[config.mk]
export PLATFORM = sky130hd
export DESIGN_NAME = ssm_stats_master
export DESIGN_NICKNAME = d
export VERILOG_FILES = /design/src/pkg/ssm_pkg.sv /design/src/pkg/ssm_fifo_if.sv /design/src/hw/ssm_fifo.sv /design/src/hw/ssm_stats_master.sv
export SDC_FILE = /design/constraint.sdc
export NUM_CORES = 2
export LEC_CHECK = 0
export ABC_AREA = 0
export ABC_CLOCK_PERIOD_IN_PS = 33600
export BUFFER_PORTS_ARGS = -buffer_cell sky130_fd_sc_hd__buf_4
export CORE_UTILIZATION = 25
export DETAILED_ROUTE_END_ITERATION = 8
export PLACE_DENSITY = 0.41
export SYNTH_ARGS = -nofsm -noshare
export SYNTH_HDL_FRONTEND = slang
export SYNTH_SLANG_ARGS = --single-unit
[constraint.sdc]
create_clock -name clk -period 33.6 [get_ports clk]
set_input_delay 3.36 -clock clk [delete_from_list [all_inputs] [get_ports clk]]
set_output_delay 3.36 -clock clk [all_outputs]
set_load 0.05 [all_outputs]
[src/pkg/ssm_pkg.sv]
// constants for the signal statistics and mastering stage
// assumes one 40 MHz clock and a 32-bit Avalon-MM register port
// What this block does
// - min, max, peak per stats source
// - derived values driven out as signals
// - unbounded option accumulates since restart
// - none option removes stats channel
// - stats reset restarts from next sample
// - master pairs signal with bounded mm value
// - none definition frees master slot
// - ten master slots, any source
// - set activates, reset restores raw value
// - all applies to every defined slot
// - zero master value means zeroing
// - selection picks externally mastered slots
// - trigger source none or input one
// - status reports all ten slots
// - query lists definitions and stats sources
// - reset all, or one min/max/peak
package ssm_pkg;
  localparam int DW = 32;
  localparam int SRC_W = 4;
  localparam int N_SLOT = 10;
  localparam int N_STAT = 2;
  localparam int FIFO_DEPTH = 16;
  localparam int CNT_W = 14;
  // master value in nm, limit +-2147.0 mm
  localparam logic signed [31:0] MV_MAX = 32'sd2147000000;
  localparam logic [3:0] DLOG_MIN = 4'h1;
  localparam logic [3:0] DLOG_MAX = 4'hd;
  // byte offsets
  localparam logic [7:0] OFF_SCFG = 8'h00;
  localparam logic [7:0] OFF_SRST = 8'h08;
  localparam logic [7:0] OFF_MCMD = 8'h0c;
  localparam logic [7:0] OFF_XSEL = 8'h10;
  localparam logic [7:0] OFF_TSRC = 8'h14;
  localparam logic [7:0] OFF_MSTAT = 8'h18;
  localparam logic [7:0] OFF_SACT = 8'h1c;
  localparam logic [7:0] OFF_SLOT = 8'h20;
  localparam int SLOT_STRIDE = 8;
  localparam logic [7:0] OFF_SRES = 8'h80;
  localparam int SRES_STRIDE = 16;
  // stats config fields
  localparam int SC_EN = 4;
  localparam int SC_INF = 5;
  localparam int SC_DLOG = 6;
  // stats reset fields and selectors
  localparam int SR_ALL = 0;
  localparam int SR_CH = 1;
  localparam int SR_WHAT = 2;
  localparam logic [1:0] SR_MIN = 2'h0;
  localparam logic [1:0] SR_MAX = 2'h1;
  // master command, definition, selection and status fields
  localparam int MC_ALL = 4;
  localparam int MC_SET = 5;
  localparam int SD_DEF = 4;
  localparam int XS_ALL = 10;
  localparam int MS_ACT = 16;
  localparam logic [31:0] RD_ZERO = 32'h0000_0000;
endpackage

[src/pkg/ssm_fifo_if.sv]
// carrier between the stage and its input fifo
// assumes one clock shared by both ends
`timescale 1ns/10ps
interface ssm_fifo_if #(parameter int W = 36);
  logic in_valid;
  logic in_ready;
  logic [W-1:0] in_data;
  logic out_valid;
  logic out_ready;
  logic [W-1:0] out_data;
  modport fifo (
    input in_valid, in_data, out_ready,
    output in_ready, out_valid, out_data
  );
  modport user (
    output in_valid, in_data, out_ready,
    input in_ready, out_valid, out_data
  );
endinterface

[src/hw/ssm_fifo.sv]
// synchronous fifo holding tagged samples ahead of the stage
// assumes pushes and pops on the same clock
`timescale 1ns/10ps
module ssm_fifo #(
  parameter int W = 36,
  parameter int DEPTH = 16
) (
  input wire logic clk,
  input wire logic arst_n,
  ssm_fifo_if.fifo port
);
  localparam int PW = $clog2(DEPTH);
  logic [W-1:0] mem_ff [DEPTH];
  logic [PW-1:0] wptr_ff;
  logic [PW-1:0] rptr_ff;
  logic [PW:0] cnt_ff;
  logic push;
  logic pop;

  // full and empty straight from the occupancy count
  assign port.in_ready = (cnt_ff != (PW+1)'(DEPTH));
  assign port.out_valid = (cnt_ff != '0);
  assign port.out_data = mem_ff[rptr_ff];
  assign push = port.in_valid && port.in_ready;
  assign pop = port.out_valid && port.out_ready;

  // storage has no reset, only pointers and count do
  always_ff @(posedge clk) begin
    if (push) begin
      mem_ff[wptr_ff] <= port.in_data;
    end
  end

  // pointers wrap at depth, which must be a power of two
  always_ff @(posedge clk or negedge arst_n) begin
    if (!arst_n) begin
      wptr_ff <= '0;
      rptr_ff <= '0;
      cnt_ff <= '0;
    end else begin
      if (push) wptr_ff <= wptr_ff + 1'b1;
      if (pop) rptr_ff <= rptr_ff + 1'b1;
      if (push && !pop) cnt_ff <= cnt_ff + 1'b1;
      else if (pop && !push) cnt_ff <= cnt_ff - 1'b1;
    end
  end
endmodule

[src/hw/ssm_stats_master.sv]
// statistics and mastering stage with avalon-mm register port
// assumes samples arrive tagged with a source index, one per beat
//
// The Avalon-MM register port and the register offsets were left to the implementer.
`timescale 1ns/10ps
module ssm_stats_master #(
  parameter int FIFO_DEPTH = ssm_pkg::FIFO_DEPTH
) (
  input wire logic clk,
  input wire logic arst_n,
  input wire logic [5:0] avs_address,
  input wire logic avs_read,
  input wire logic avs_write,
  input wire logic [31:0] avs_writedata,
  input wire logic [3:0] avs_byteenable,
  output logic [31:0] avs_readdata,
  output logic avs_waitrequest,
  input wire logic in_valid,
  output logic in_ready,
  input wire logic [ssm_pkg::SRC_W-1:0] in_src,
  input wire logic [ssm_pkg::DW-1:0] in_data,
  output logic out_valid,
  input wire logic out_ready,
  output logic [ssm_pkg::SRC_W-1:0] out_src,
  output logic [ssm_pkg::DW-1:0] out_data,
  input wire logic multifunction_input_one,
  output logic [ssm_pkg::N_STAT-1:0][ssm_pkg::DW-1:0] stat_min,
  output logic [ssm_pkg::N_STAT-1:0][ssm_pkg::DW-1:0] stat_max,
  output logic [ssm_pkg::N_STAT-1:0][ssm_pkg::DW-1:0] stat_peak,
  output logic [ssm_pkg::N_STAT-1:0] stat_valid
);
  import ssm_pkg::*;

  function automatic logic [7:0] at(input logic [7:0] base,
                                    input int idx, input int stride);
    return base + 8'(idx * stride);
  endfunction

  function automatic logic signed [31:0] sat(input logic [31:0] v);
    logic signed [31:0] s;
    s = signed'(v);
    if (s > MV_MAX) return MV_MAX;
    if (s < -MV_MAX) return -MV_MAX;
    return s;
  endfunction

  function automatic logic [3:0] dlim(input logic [3:0] v);
    if (v < DLOG_MIN) return DLOG_MIN;
    if (v > DLOG_MAX) return DLOG_MAX;
    return v;
  endfunction

  // bus side
  logic ack_ff;
  logic wr_en;
  logic [7:0] baddr;
  logic [31:0] wd;
  logic [31:0] rd;
  logic [31:0] rdata_ff;

  // datapath side
  logic fire;
  logic [SRC_W-1:0] smp_src;
  logic signed [DW-1:0] x;
  logic signed [DW-1:0] mst_out;
  logic out_valid_ff;
  logic [SRC_W-1:0] out_src_ff;
  logic [DW-1:0] out_data_ff;

  // master slots
  logic slot_def_ff [N_SLOT];
  logic [SRC_W-1:0] slot_src_ff [N_SLOT];
  logic signed [31:0] slot_mval_ff [N_SLOT];
  logic signed [31:0] slot_off_ff [N_SLOT];
  logic [N_SLOT-1:0] slot_act_ff;
  logic [N_SLOT-1:0] slot_pend_ff;
  logic [N_SLOT-1:0] ext_sel_ff;
  logic ext_all_ff;
  logic trig_src_ff;
  logic mfi_prev_ff;
  logic trig;
  logic [N_SLOT-1:0] cap;
  logic [N_SLOT-1:0] do_set;
  logic [N_SLOT-1:0] do_rst;
  logic cmd_wr;

  // stats channels
  logic [SRC_W-1:0] st_src_ff [N_STAT];
  logic [N_STAT-1:0] st_en_ff;
  logic [N_STAT-1:0] st_inf_ff;
  logic [3:0] st_dlog_ff [N_STAT];
  logic signed [DW-1:0] st_min_ff [N_STAT];
  logic signed [DW-1:0] st_max_ff [N_STAT];
  logic signed [DW-1:0] st_peak_ff [N_STAT];
  logic [N_STAT-1:0] st_hmin_ff;
  logic [N_STAT-1:0] st_hmax_ff;
  logic [CNT_W-1:0] st_cnt_ff [N_STAT];
  logic [N_STAT-1:0] st_hit;
  logic [N_STAT-1:0] st_wend;
  logic [N_STAT-1:0] clr_min;
  logic [N_STAT-1:0] clr_max;
  logic signed [DW-1:0] nxt_min [N_STAT];
  logic signed [DW-1:0] nxt_max [N_STAT];
  logic sr_wr;

  // input fifo, its ready is the upstream back-pressure
  ssm_fifo_if #(.W(SRC_W + DW)) fq ();
  assign fq.in_valid = in_valid;
  assign fq.in_data = {in_src, in_data};
  assign in_ready = fq.in_ready;
  assign fq.out_ready = !out_valid_ff || out_ready;
  assign fire = fq.out_valid && fq.out_ready;
  assign smp_src = fq.out_data[DW +: SRC_W];
  assign x = signed'(fq.out_data[DW-1:0]);

  ssm_fifo #(.W(SRC_W + DW), .DEPTH(FIFO_DEPTH)) u_fifo (
    .clk(clk),
    .arst_n(arst_n),
    .port(fq)
  );

  // one wait state per access so read data can be registered
  assign avs_waitrequest = (avs_read || avs_write) && !ack_ff;
  assign baddr = {avs_address, 2'b00};
  assign wd = avs_writedata;
  // partial writes are ignored, every field needs the whole word
  assign wr_en = avs_write && ack_ff && (avs_byteenable == 4'hf);
  assign avs_readdata = rdata_ff;

  always_ff @(posedge clk or negedge arst_n) begin
    if (!arst_n) ack_ff <= 1'b0;
    else ack_ff <= (avs_read || avs_write) && !ack_ff;
  end

  // read data latched in the waited cycle, stands until next read
  always_ff @(posedge clk or negedge arst_n) begin
    if (!arst_n) rdata_ff <= RD_ZERO;
    else if (avs_read && !ack_ff) rdata_ff <= rd;
  end

  // read mux, unmapped addresses read zero
  always_comb begin
    rd = RD_ZERO;
    if (baddr == OFF_MSTAT) begin
      for (int i = 0; i < N_SLOT; i++) begin
        rd[i] = slot_def_ff[i];
        rd[MS_ACT + i] = slot_act_ff[i];
      end
    end
    if (baddr == OFF_SACT) rd[N_STAT-1:0] = st_en_ff;
    if (baddr == OFF_XSEL) rd = {21'h0, ext_all_ff, ext_sel_ff};
    if (baddr == OFF_TSRC) rd = {31'h0, trig_src_ff};
    for (int i = 0; i < N_SLOT; i++) begin
      if (baddr == at(OFF_SLOT, i, SLOT_STRIDE))
        rd = {27'h0, slot_def_ff[i], slot_src_ff[i]};
      if (baddr == at(OFF_SLOT, i, SLOT_STRIDE) + 8'h04)
        rd = slot_mval_ff[i];
    end
    for (int c = 0; c < N_STAT; c++) begin
      if (baddr == at(OFF_SCFG, c, 4))
        rd = {22'h0, st_dlog_ff[c], st_inf_ff[c], st_en_ff[c],
              st_src_ff[c]};
      if (baddr == at(OFF_SRES, c, SRES_STRIDE)) rd = st_min_ff[c];
      if (baddr == at(OFF_SRES, c, SRES_STRIDE) + 8'h04)
        rd = st_max_ff[c];
      if (baddr == at(OFF_SRES, c, SRES_STRIDE) + 8'h08)
        rd = st_peak_ff[c];
      if (baddr == at(OFF_SRES, c, SRES_STRIDE) + 8'h0c)
        rd = {18'h0, st_cnt_ff[c]};
    end
  end

  // trigger source and external selection
  always_ff @(posedge clk or negedge arst_n) begin
    if (!arst_n) begin
      trig_src_ff <= 1'b0;
      ext_sel_ff <= '0;
      ext_all_ff <= 1'b0;
    end else begin
      if (wr_en && baddr == OFF_TSRC) trig_src_ff <= wd[0];
      if (wr_en && baddr == OFF_XSEL) begin
        ext_sel_ff <= wd[N_SLOT-1:0];
        ext_all_ff <= wd[XS_ALL];
      end
    end
  end

  // input one is already synchronous, only its rise is used
  always_ff @(posedge clk or negedge arst_n) begin
    if (!arst_n) mfi_prev_ff <= 1'b0;
    else mfi_prev_ff <= multifunction_input_one;
  end

  assign trig = trig_src_ff && multifunction_input_one && !mfi_prev_ff;
  assign cmd_wr = wr_en && (baddr == OFF_MCMD);

  // set and reset decode per slot
  always_comb begin
    for (int i = 0; i < N_SLOT; i++) begin
      do_set[i] = slot_def_ff[i] &&
        ((cmd_wr && wd[MC_SET] &&
          (wd[MC_ALL] || wd[SRC_W-1:0] == 4'(i))) ||
         (trig && (ext_all_ff || ext_sel_ff[i])));
      do_rst[i] = cmd_wr && !wd[MC_SET] &&
        (wd[MC_ALL] || wd[SRC_W-1:0] == 4'(i));
    end
  end

  // lowest matching slot wins when two share a source
  always_comb begin
    logic found;
    found = 1'b0;
    mst_out = x;
    cap = '0;
    for (int i = 0; i < N_SLOT; i++) begin
      if (!found && slot_def_ff[i] && slot_src_ff[i] == smp_src &&
          (slot_act_ff[i] || slot_pend_ff[i])) begin
        found = 1'b1;
        if (slot_pend_ff[i]) begin
          mst_out = slot_mval_ff[i];
          cap[i] = fire;
        end else begin
          mst_out = x + slot_off_ff[i];
        end
      end
    end
  end

  // master slot state
  always_ff @(posedge clk or negedge arst_n) begin
    if (!arst_n) begin
      for (int i = 0; i < N_SLOT; i++) begin
        slot_def_ff[i] <= 1'b0;
        slot_src_ff[i] <= '0;
        slot_mval_ff[i] <= '0;
        slot_off_ff[i] <= '0;
      end
      slot_act_ff <= '0;
      slot_pend_ff <= '0;
    end else begin
      for (int i = 0; i < N_SLOT; i++) begin
        if (wr_en && baddr == at(OFF_SLOT, i, SLOT_STRIDE)) begin
          slot_def_ff[i] <= wd[SD_DEF];
          slot_src_ff[i] <= wd[SRC_W-1:0];
          slot_act_ff[i] <= 1'b0;
          slot_pend_ff[i] <= 1'b0;
        end else begin
          if (cap[i]) begin
            slot_off_ff[i] <= slot_mval_ff[i] - x;
            slot_act_ff[i] <= 1'b1;
            slot_pend_ff[i] <= 1'b0;
          end
          if (do_rst[i]) begin
            slot_act_ff[i] <= 1'b0;
            slot_pend_ff[i] <= 1'b0;
          end
          if (do_set[i]) slot_pend_ff[i] <= 1'b1;
        end
        if (wr_en && baddr == at(OFF_SLOT, i, SLOT_STRIDE) + 8'h04)
          slot_mval_ff[i] <= sat(wd);
      end
    end
  end

  // output register, holds while downstream stalls
  always_ff @(posedge clk or negedge arst_n) begin
    if (!arst_n) begin
      out_valid_ff <= 1'b0;
      out_src_ff <= '0;
      out_data_ff <= '0;
    end else if (fq.out_ready) begin
      out_valid_ff <= fq.out_valid;
      if (fire) begin
        out_src_ff <= smp_src;
        out_data_ff <= mst_out;
      end
    end
  end

  assign out_valid = out_valid_ff;
  assign out_src = out_src_ff;
  assign out_data = out_data_ff;
  assign sr_wr = wr_en && (baddr == OFF_SRST);

  // stats next values, a restart in the sample cycle keeps the sample
  always_comb begin
    for (int c = 0; c < N_STAT; c++) begin
      st_hit[c] = fire && st_en_ff[c] && st_src_ff[c] == smp_src;
      st_wend[c] = !st_inf_ff[c] &&
        st_cnt_ff[c] == (CNT_W'(1) << st_dlog_ff[c]);
      clr_min[c] = sr_wr && (wd[SR_ALL] || (wd[SR_CH] == 1'(c) &&
        wd[SR_WHAT +: 2] != SR_MAX));
      clr_max[c] = sr_wr && (wd[SR_ALL] || (wd[SR_CH] == 1'(c) &&
        wd[SR_WHAT +: 2] != SR_MIN));
      nxt_min[c] = (!st_hmin_ff[c] || st_wend[c] || clr_min[c] ||
        mst_out < st_min_ff[c]) ? mst_out : st_min_ff[c];
      nxt_max[c] = (!st_hmax_ff[c] || st_wend[c] || clr_max[c] ||
        mst_out > st_max_ff[c]) ? mst_out : st_max_ff[c];
    end
  end

  // stats channel state
  always_ff @(posedge clk or negedge arst_n) begin
    if (!arst_n) begin
      for (int c = 0; c < N_STAT; c++) begin
        st_src_ff[c] <= '0;
        st_dlog_ff[c] <= DLOG_MIN;
        st_min_ff[c] <= '0;
        st_max_ff[c] <= '0;
        st_peak_ff[c] <= '0;
        st_cnt_ff[c] <= '0;
      end
      st_en_ff <= '0;
      st_inf_ff <= '0;
      st_hmin_ff <= '0;
      st_hmax_ff <= '0;
    end else begin
      for (int c = 0; c < N_STAT; c++) begin
        if (wr_en && baddr == at(OFF_SCFG, c, 4)) begin
          st_src_ff[c] <= wd[SRC_W-1:0];
          st_en_ff[c] <= wd[SC_EN];
          st_inf_ff[c] <= wd[SC_INF];
          st_dlog_ff[c] <= dlim(wd[SC_DLOG +: 4]);
          st_hmin_ff[c] <= 1'b0;
          st_hmax_ff[c] <= 1'b0;
          st_cnt_ff[c] <= '0;
        end else if (st_hit[c]) begin
          st_min_ff[c] <= nxt_min[c];
          st_max_ff[c] <= nxt_max[c];
          st_peak_ff[c] <= nxt_max[c] - nxt_min[c];
          st_hmin_ff[c] <= 1'b1;
          st_hmax_ff[c] <= 1'b1;
          if (st_wend[c] || (clr_min[c] && clr_max[c]))
            st_cnt_ff[c] <= CNT_W'(1);
          else if (st_inf_ff[c] && &st_cnt_ff[c])
            st_cnt_ff[c] <= st_cnt_ff[c];
          else
            st_cnt_ff[c] <= st_cnt_ff[c] + 1'b1;
        end else begin
          if (clr_min[c]) st_hmin_ff[c] <= 1'b0;
          if (clr_max[c]) st_hmax_ff[c] <= 1'b0;
          if (clr_min[c] && clr_max[c]) st_cnt_ff[c] <= '0;
        end
      end
    end
  end

  // derived signals straight from the stats flops
  always_comb begin
    for (int c = 0; c < N_STAT; c++) begin
      stat_min[c] = st_min_ff[c];
      stat_max[c] = st_max_ff[c];
      stat_peak[c] = st_peak_ff[c];
      stat_valid[c] = st_en_ff[c] && st_hmin_ff[c] && st_hmax_ff[c];
    end
  end
endmodule

==> flow_metrics.env <==
export IMPL_cts_resized=0
export IMPL_ant_nets=0
export IMPL_async_flop_share_pct=64.6
export IMPL_grt_max_degree=138
export IMPL_power_frac_seq_pct=18.1
export IMPL_hp_class="reg -> reg"
export IMPL_yosysWarningCount=0
export IMPL_cts_tree="yes"
export IMPL_arrival_ns=18.97
export IMPL_p_per_area_nw_per_um2=99.7
export IMPL_worstMarginPinSlew_ns=1.37
export IMPL_core_um2=432000
export IMPL_path_max_fanout=90
export IMPL_dp_hpwl_mm=383
export IMPL_r2r_end="stat_peak[60]"
export IMPL_first_pass_iters=9
export IMPL_cts_max_level=4
export IMPL_antenna_found_initial=43
export IMPL_max_freq_ghz=0.0548
export IMPL_reg2reg_slack_ns=15.36
export IMPL_power_frac_clock_pct=18.0
export IMPL_synth_net_count=12500
export IMPL_wl_mm=504
export IMPL_slowest_stage="dfrtp_4"
export IMPL_rr_startpoint="u_fifo.rptr_ff[0]"
export IMPL_start_util_pct=25.2
export IMPL_n_fill_cell=45600
export IMPL_clockBufferDepth=4
export IMPL_grt_ovfl_total=0
export IMPL_port_buffers=349
export IMPL_area_growth_synth_to_final_pct=15.4
export IMPL_gp_congestion=0.917
export IMPL_first_global_vias=89100
export IMPL_maxSlewHeadroom_pct=8.75
export IMPL_setup_tns_ns=0
export IMPL_cts_root_buf="clkbuf_16"
export IMPL_synth_area_per_cell_um2=9.33
export IMPL_p_total_uw=12500
export IMPL_cp_required_ns=34.33
export IMPL_yosys_most_used_dff="dfrtp_1"
export IMPL_hold_violations=0
export IMPL_finalNetCount=12800
export IMPL_rows=241
export IMPL_synth_edf_count=576
export IMPL_irDropWorstVdd_uv=61.2
export IMPL_post_route_period_util_pct=54.3
export IMPL_swShare_pct=48.3
export IMPL_synth_cells=11700
export IMPL_crit_top_cell="a21oi_1"
export IMPL_slowest_delay_ns=0.83
export IMPL_hold_buffers=0
export IMPL_netlist_area_um2=109000
export IMPL_intPower_uw=6470
export IMPL_power_leakage_uw=0.0518
export IMPL_end_kind="register"
export IMPL_status="completed"
export IMPL_max_cap_viol_count=0
export IMPL_num_vias=93700
export IMPL_fin_area_um2=126000
export IMPL_cts_made_buffers=197
export IMPL_rsz0062_at_grt="no"
export IMPL_ys_seq_elements=1626
export IMPL_grt_pass1_wl_mm=702
export IMPL_period_minus_slack_ns=18.24
export IMPL_drive_gt1_share_pct=12.5
export IMPL_reg2reg_depth=55
export IMPL_grt_util_all_layers_pct=22.3
export IMPL_die_area_um2=438000
export IMPL_drv_slew=0
export IMPL_fp_dieW_um=662
export IMPL_die_y_um=662
export IMPL_cts_num_sinks=1626
export IMPL_synth_distinct_cells=123
export IMPL_start_kind="register"
export IMPL_wl_per_cell_um=28.3
export IMPL_ios=350
export IMPL_p_comb_share_pct=63.9
export IMPL_vias_per_cell=5.26
export IMPL_finalSetupViolCount=0
export IMPL_yosysSeqAreaShare_pct=40.1
export IMPL_min_from="ack_ff"
export IMPL_cts_clk_slew_worst_paths_ns=0.06
export IMPL_crit_type="reg -> reg"
export IMPL_p_sw_uw=6050
export IMPL_cts_setup_buffers=0
export IMPL_drt_iter0_drc=9284
export IMPL_skew_ns=0.121
export IMPL_worstSkewPairLatency_ns=0.96
export IMPL_route_detailed_drc=0
export IMPL_hold_depth=1
export IMPL_worst_hold_path_endpoint="ack_ff"
export IMPL_place_area_um2=119000
[power by group through the flow]
stage               combinational [uW]  sequential (uW)  clock (uW)
floorplan                         5370             2350           0
global placement                  7910             2300           0
detailed placement                7870             2300           0
CTS                               7920             2270        2300
global route                      8700             2280        2370
finish                            8000             2260        2250
[routing by layer]
metal / wire length, um / vias up / GRT usage [%]
li1: - / 43600 / -
met5: 133 / - / 0
met4: 20000 / 18 / 7.84
met3: 28400 / 703 / 3.13
met2: 224000 / 2975 / 35.0
met1: 231000 / 46400 / 31.2
[synthesized netlist by cell type, types with 219 or more instances]
master	instances	area share, %
a21oi_1	664	3.1
clkbuf_1	444	1.5
dfrtp_1	1048	24
edfxtp_1	576	16
ha_1	786	9.0
inv_1	521	1.8
nand2_1	1634	5.6
nor2_1	663	2.3
nor3_1	243	1.1
o21ai_0	1322	6.1
o31ai_1	219	1.5
xnor2_1	340	2.7
[worst max-delay path: cells and delay by family (launching register included)]
kind / cells / cell delay (ns)
AOI/OAI and AO/OA: 31 / 8.25
xor gates and xnor gates: 2 / 0.17
adders and majority gates: 3 / 1.26
buffers and inverters: 3 / 1.50
DFF: 1 / 0.83
muxes: 5 / 2.27
and+or+nand+nor: 11 / 3.60
[layout make-up]
| cell class | count | area [um^2] | area share [%] |
|---|---|---|---|
| diodes | 13 | 32.5 | 0.0259 |
| clock buffers | 254 | 5440 | 4.33 |
| clock inverters | 97 | 1060 | 0.843 |
| inverters | 535 | 2010 | 1.60 |
| multi-input cells | 8932 | 61400 | 48.9 |
| flip-flops and latches | 1626 | 43600 | 34.7 |
| well taps | 5710 | 7140 | 5.69 |
| repair buffers | 639 | 4860 | 3.87 |
[sequential cells by signal (all words and copies together), names as in the netlist, 28 cells and up, named ones only]
| name | cells |
|---|---|
| avs_readdata | 32 |
| out_data | 32 |
| slot_mval_ff | 320 |
| slot_off_ff | 320 |
| slot_src_ff | 40 |
| st_cnt_ff | 28 |
| stat_max | 56 |
| stat_min | 64 |
| stat_peak | 64 |
| u_fifo.mem_ff | 576 |
[how the worst max path moves through the flow]
| stage | startpoint | end | cells after the start |
|---|---|---|---|
| 2_1_floorplan | u_fifo.rptr_ff[0] | stat_peak[61] | 69 |
| 3_3_place_gp | u_fifo.rptr_ff[0] | stat_peak[60] | 57 |
| 3_5_place_dp | u_fifo.rptr_ff[0] | stat_peak[60] | 55 |
| 4_1_cts | u_fifo.rptr_ff[0] | stat_peak[60] | 55 |
| 5_1_grt | u_fifo.rptr_ff[0] | stat_peak[60] | 56 |
| 6_report | u_fifo.rptr_ff[0] | stat_peak[60] | 55 |
[stage by stage]
step,cells,util [%],hold WS (ns),setup slack (ns)
finish,17800,29.1,0.465,15.36
global route,17800,29.1,0.483,14.57
CTS,17800,29.1,0.468,15.64
detailed placement,17400,27.6,0.460,15.90
global placement,17400,27.6,0.457,15.81
floorplan,11700,-,0.455,17.59
[cell families after synthesis]
| family | share of synthesized area (%) |
|---|---|
| compound gates | 21.8 |
| simple gates | 14.1 |
| flops | 40.1 |
| buf+inv | 3.95 |
| fa+ha+maj | 9.54 |
| xor+xnor | 4.50 |
| mux | 6.09 |
[cells in the final DEF, fill, tap and decap left out, types with 37 or more instances in the layout]
master,n
o21ai_0,1318
clkinv_2,44
xnor2_1,340
mux2_2,150
buf_4,634
a22o_1,37
nand2_1,1620
o21bai_1,73
a21boi_0,97
nor2_1,625
xor2_1,217
clkbuf_16,200
o21a_1,76
nand2b_1,93
a21o_1,194
nor2b_1,73
nor3_1,226
nand4_1,74
and2_1,48
edfxtp_1,576
dfrtp_1,1035
a31oi_1,117
a21oi_1,659
a221oi_1,67
and3_1,121
mux4_2,167
a211oi_1,128
nand3_1,196
a22oi_1,129
o31ai_1,218
inv_1,520
o22ai_1,62
o211ai_1,115
mux2i_1,107
or3_1,57
o221ai_1,47
ha_1,786
No activity file was read; power rests on OpenSTA's default activity.
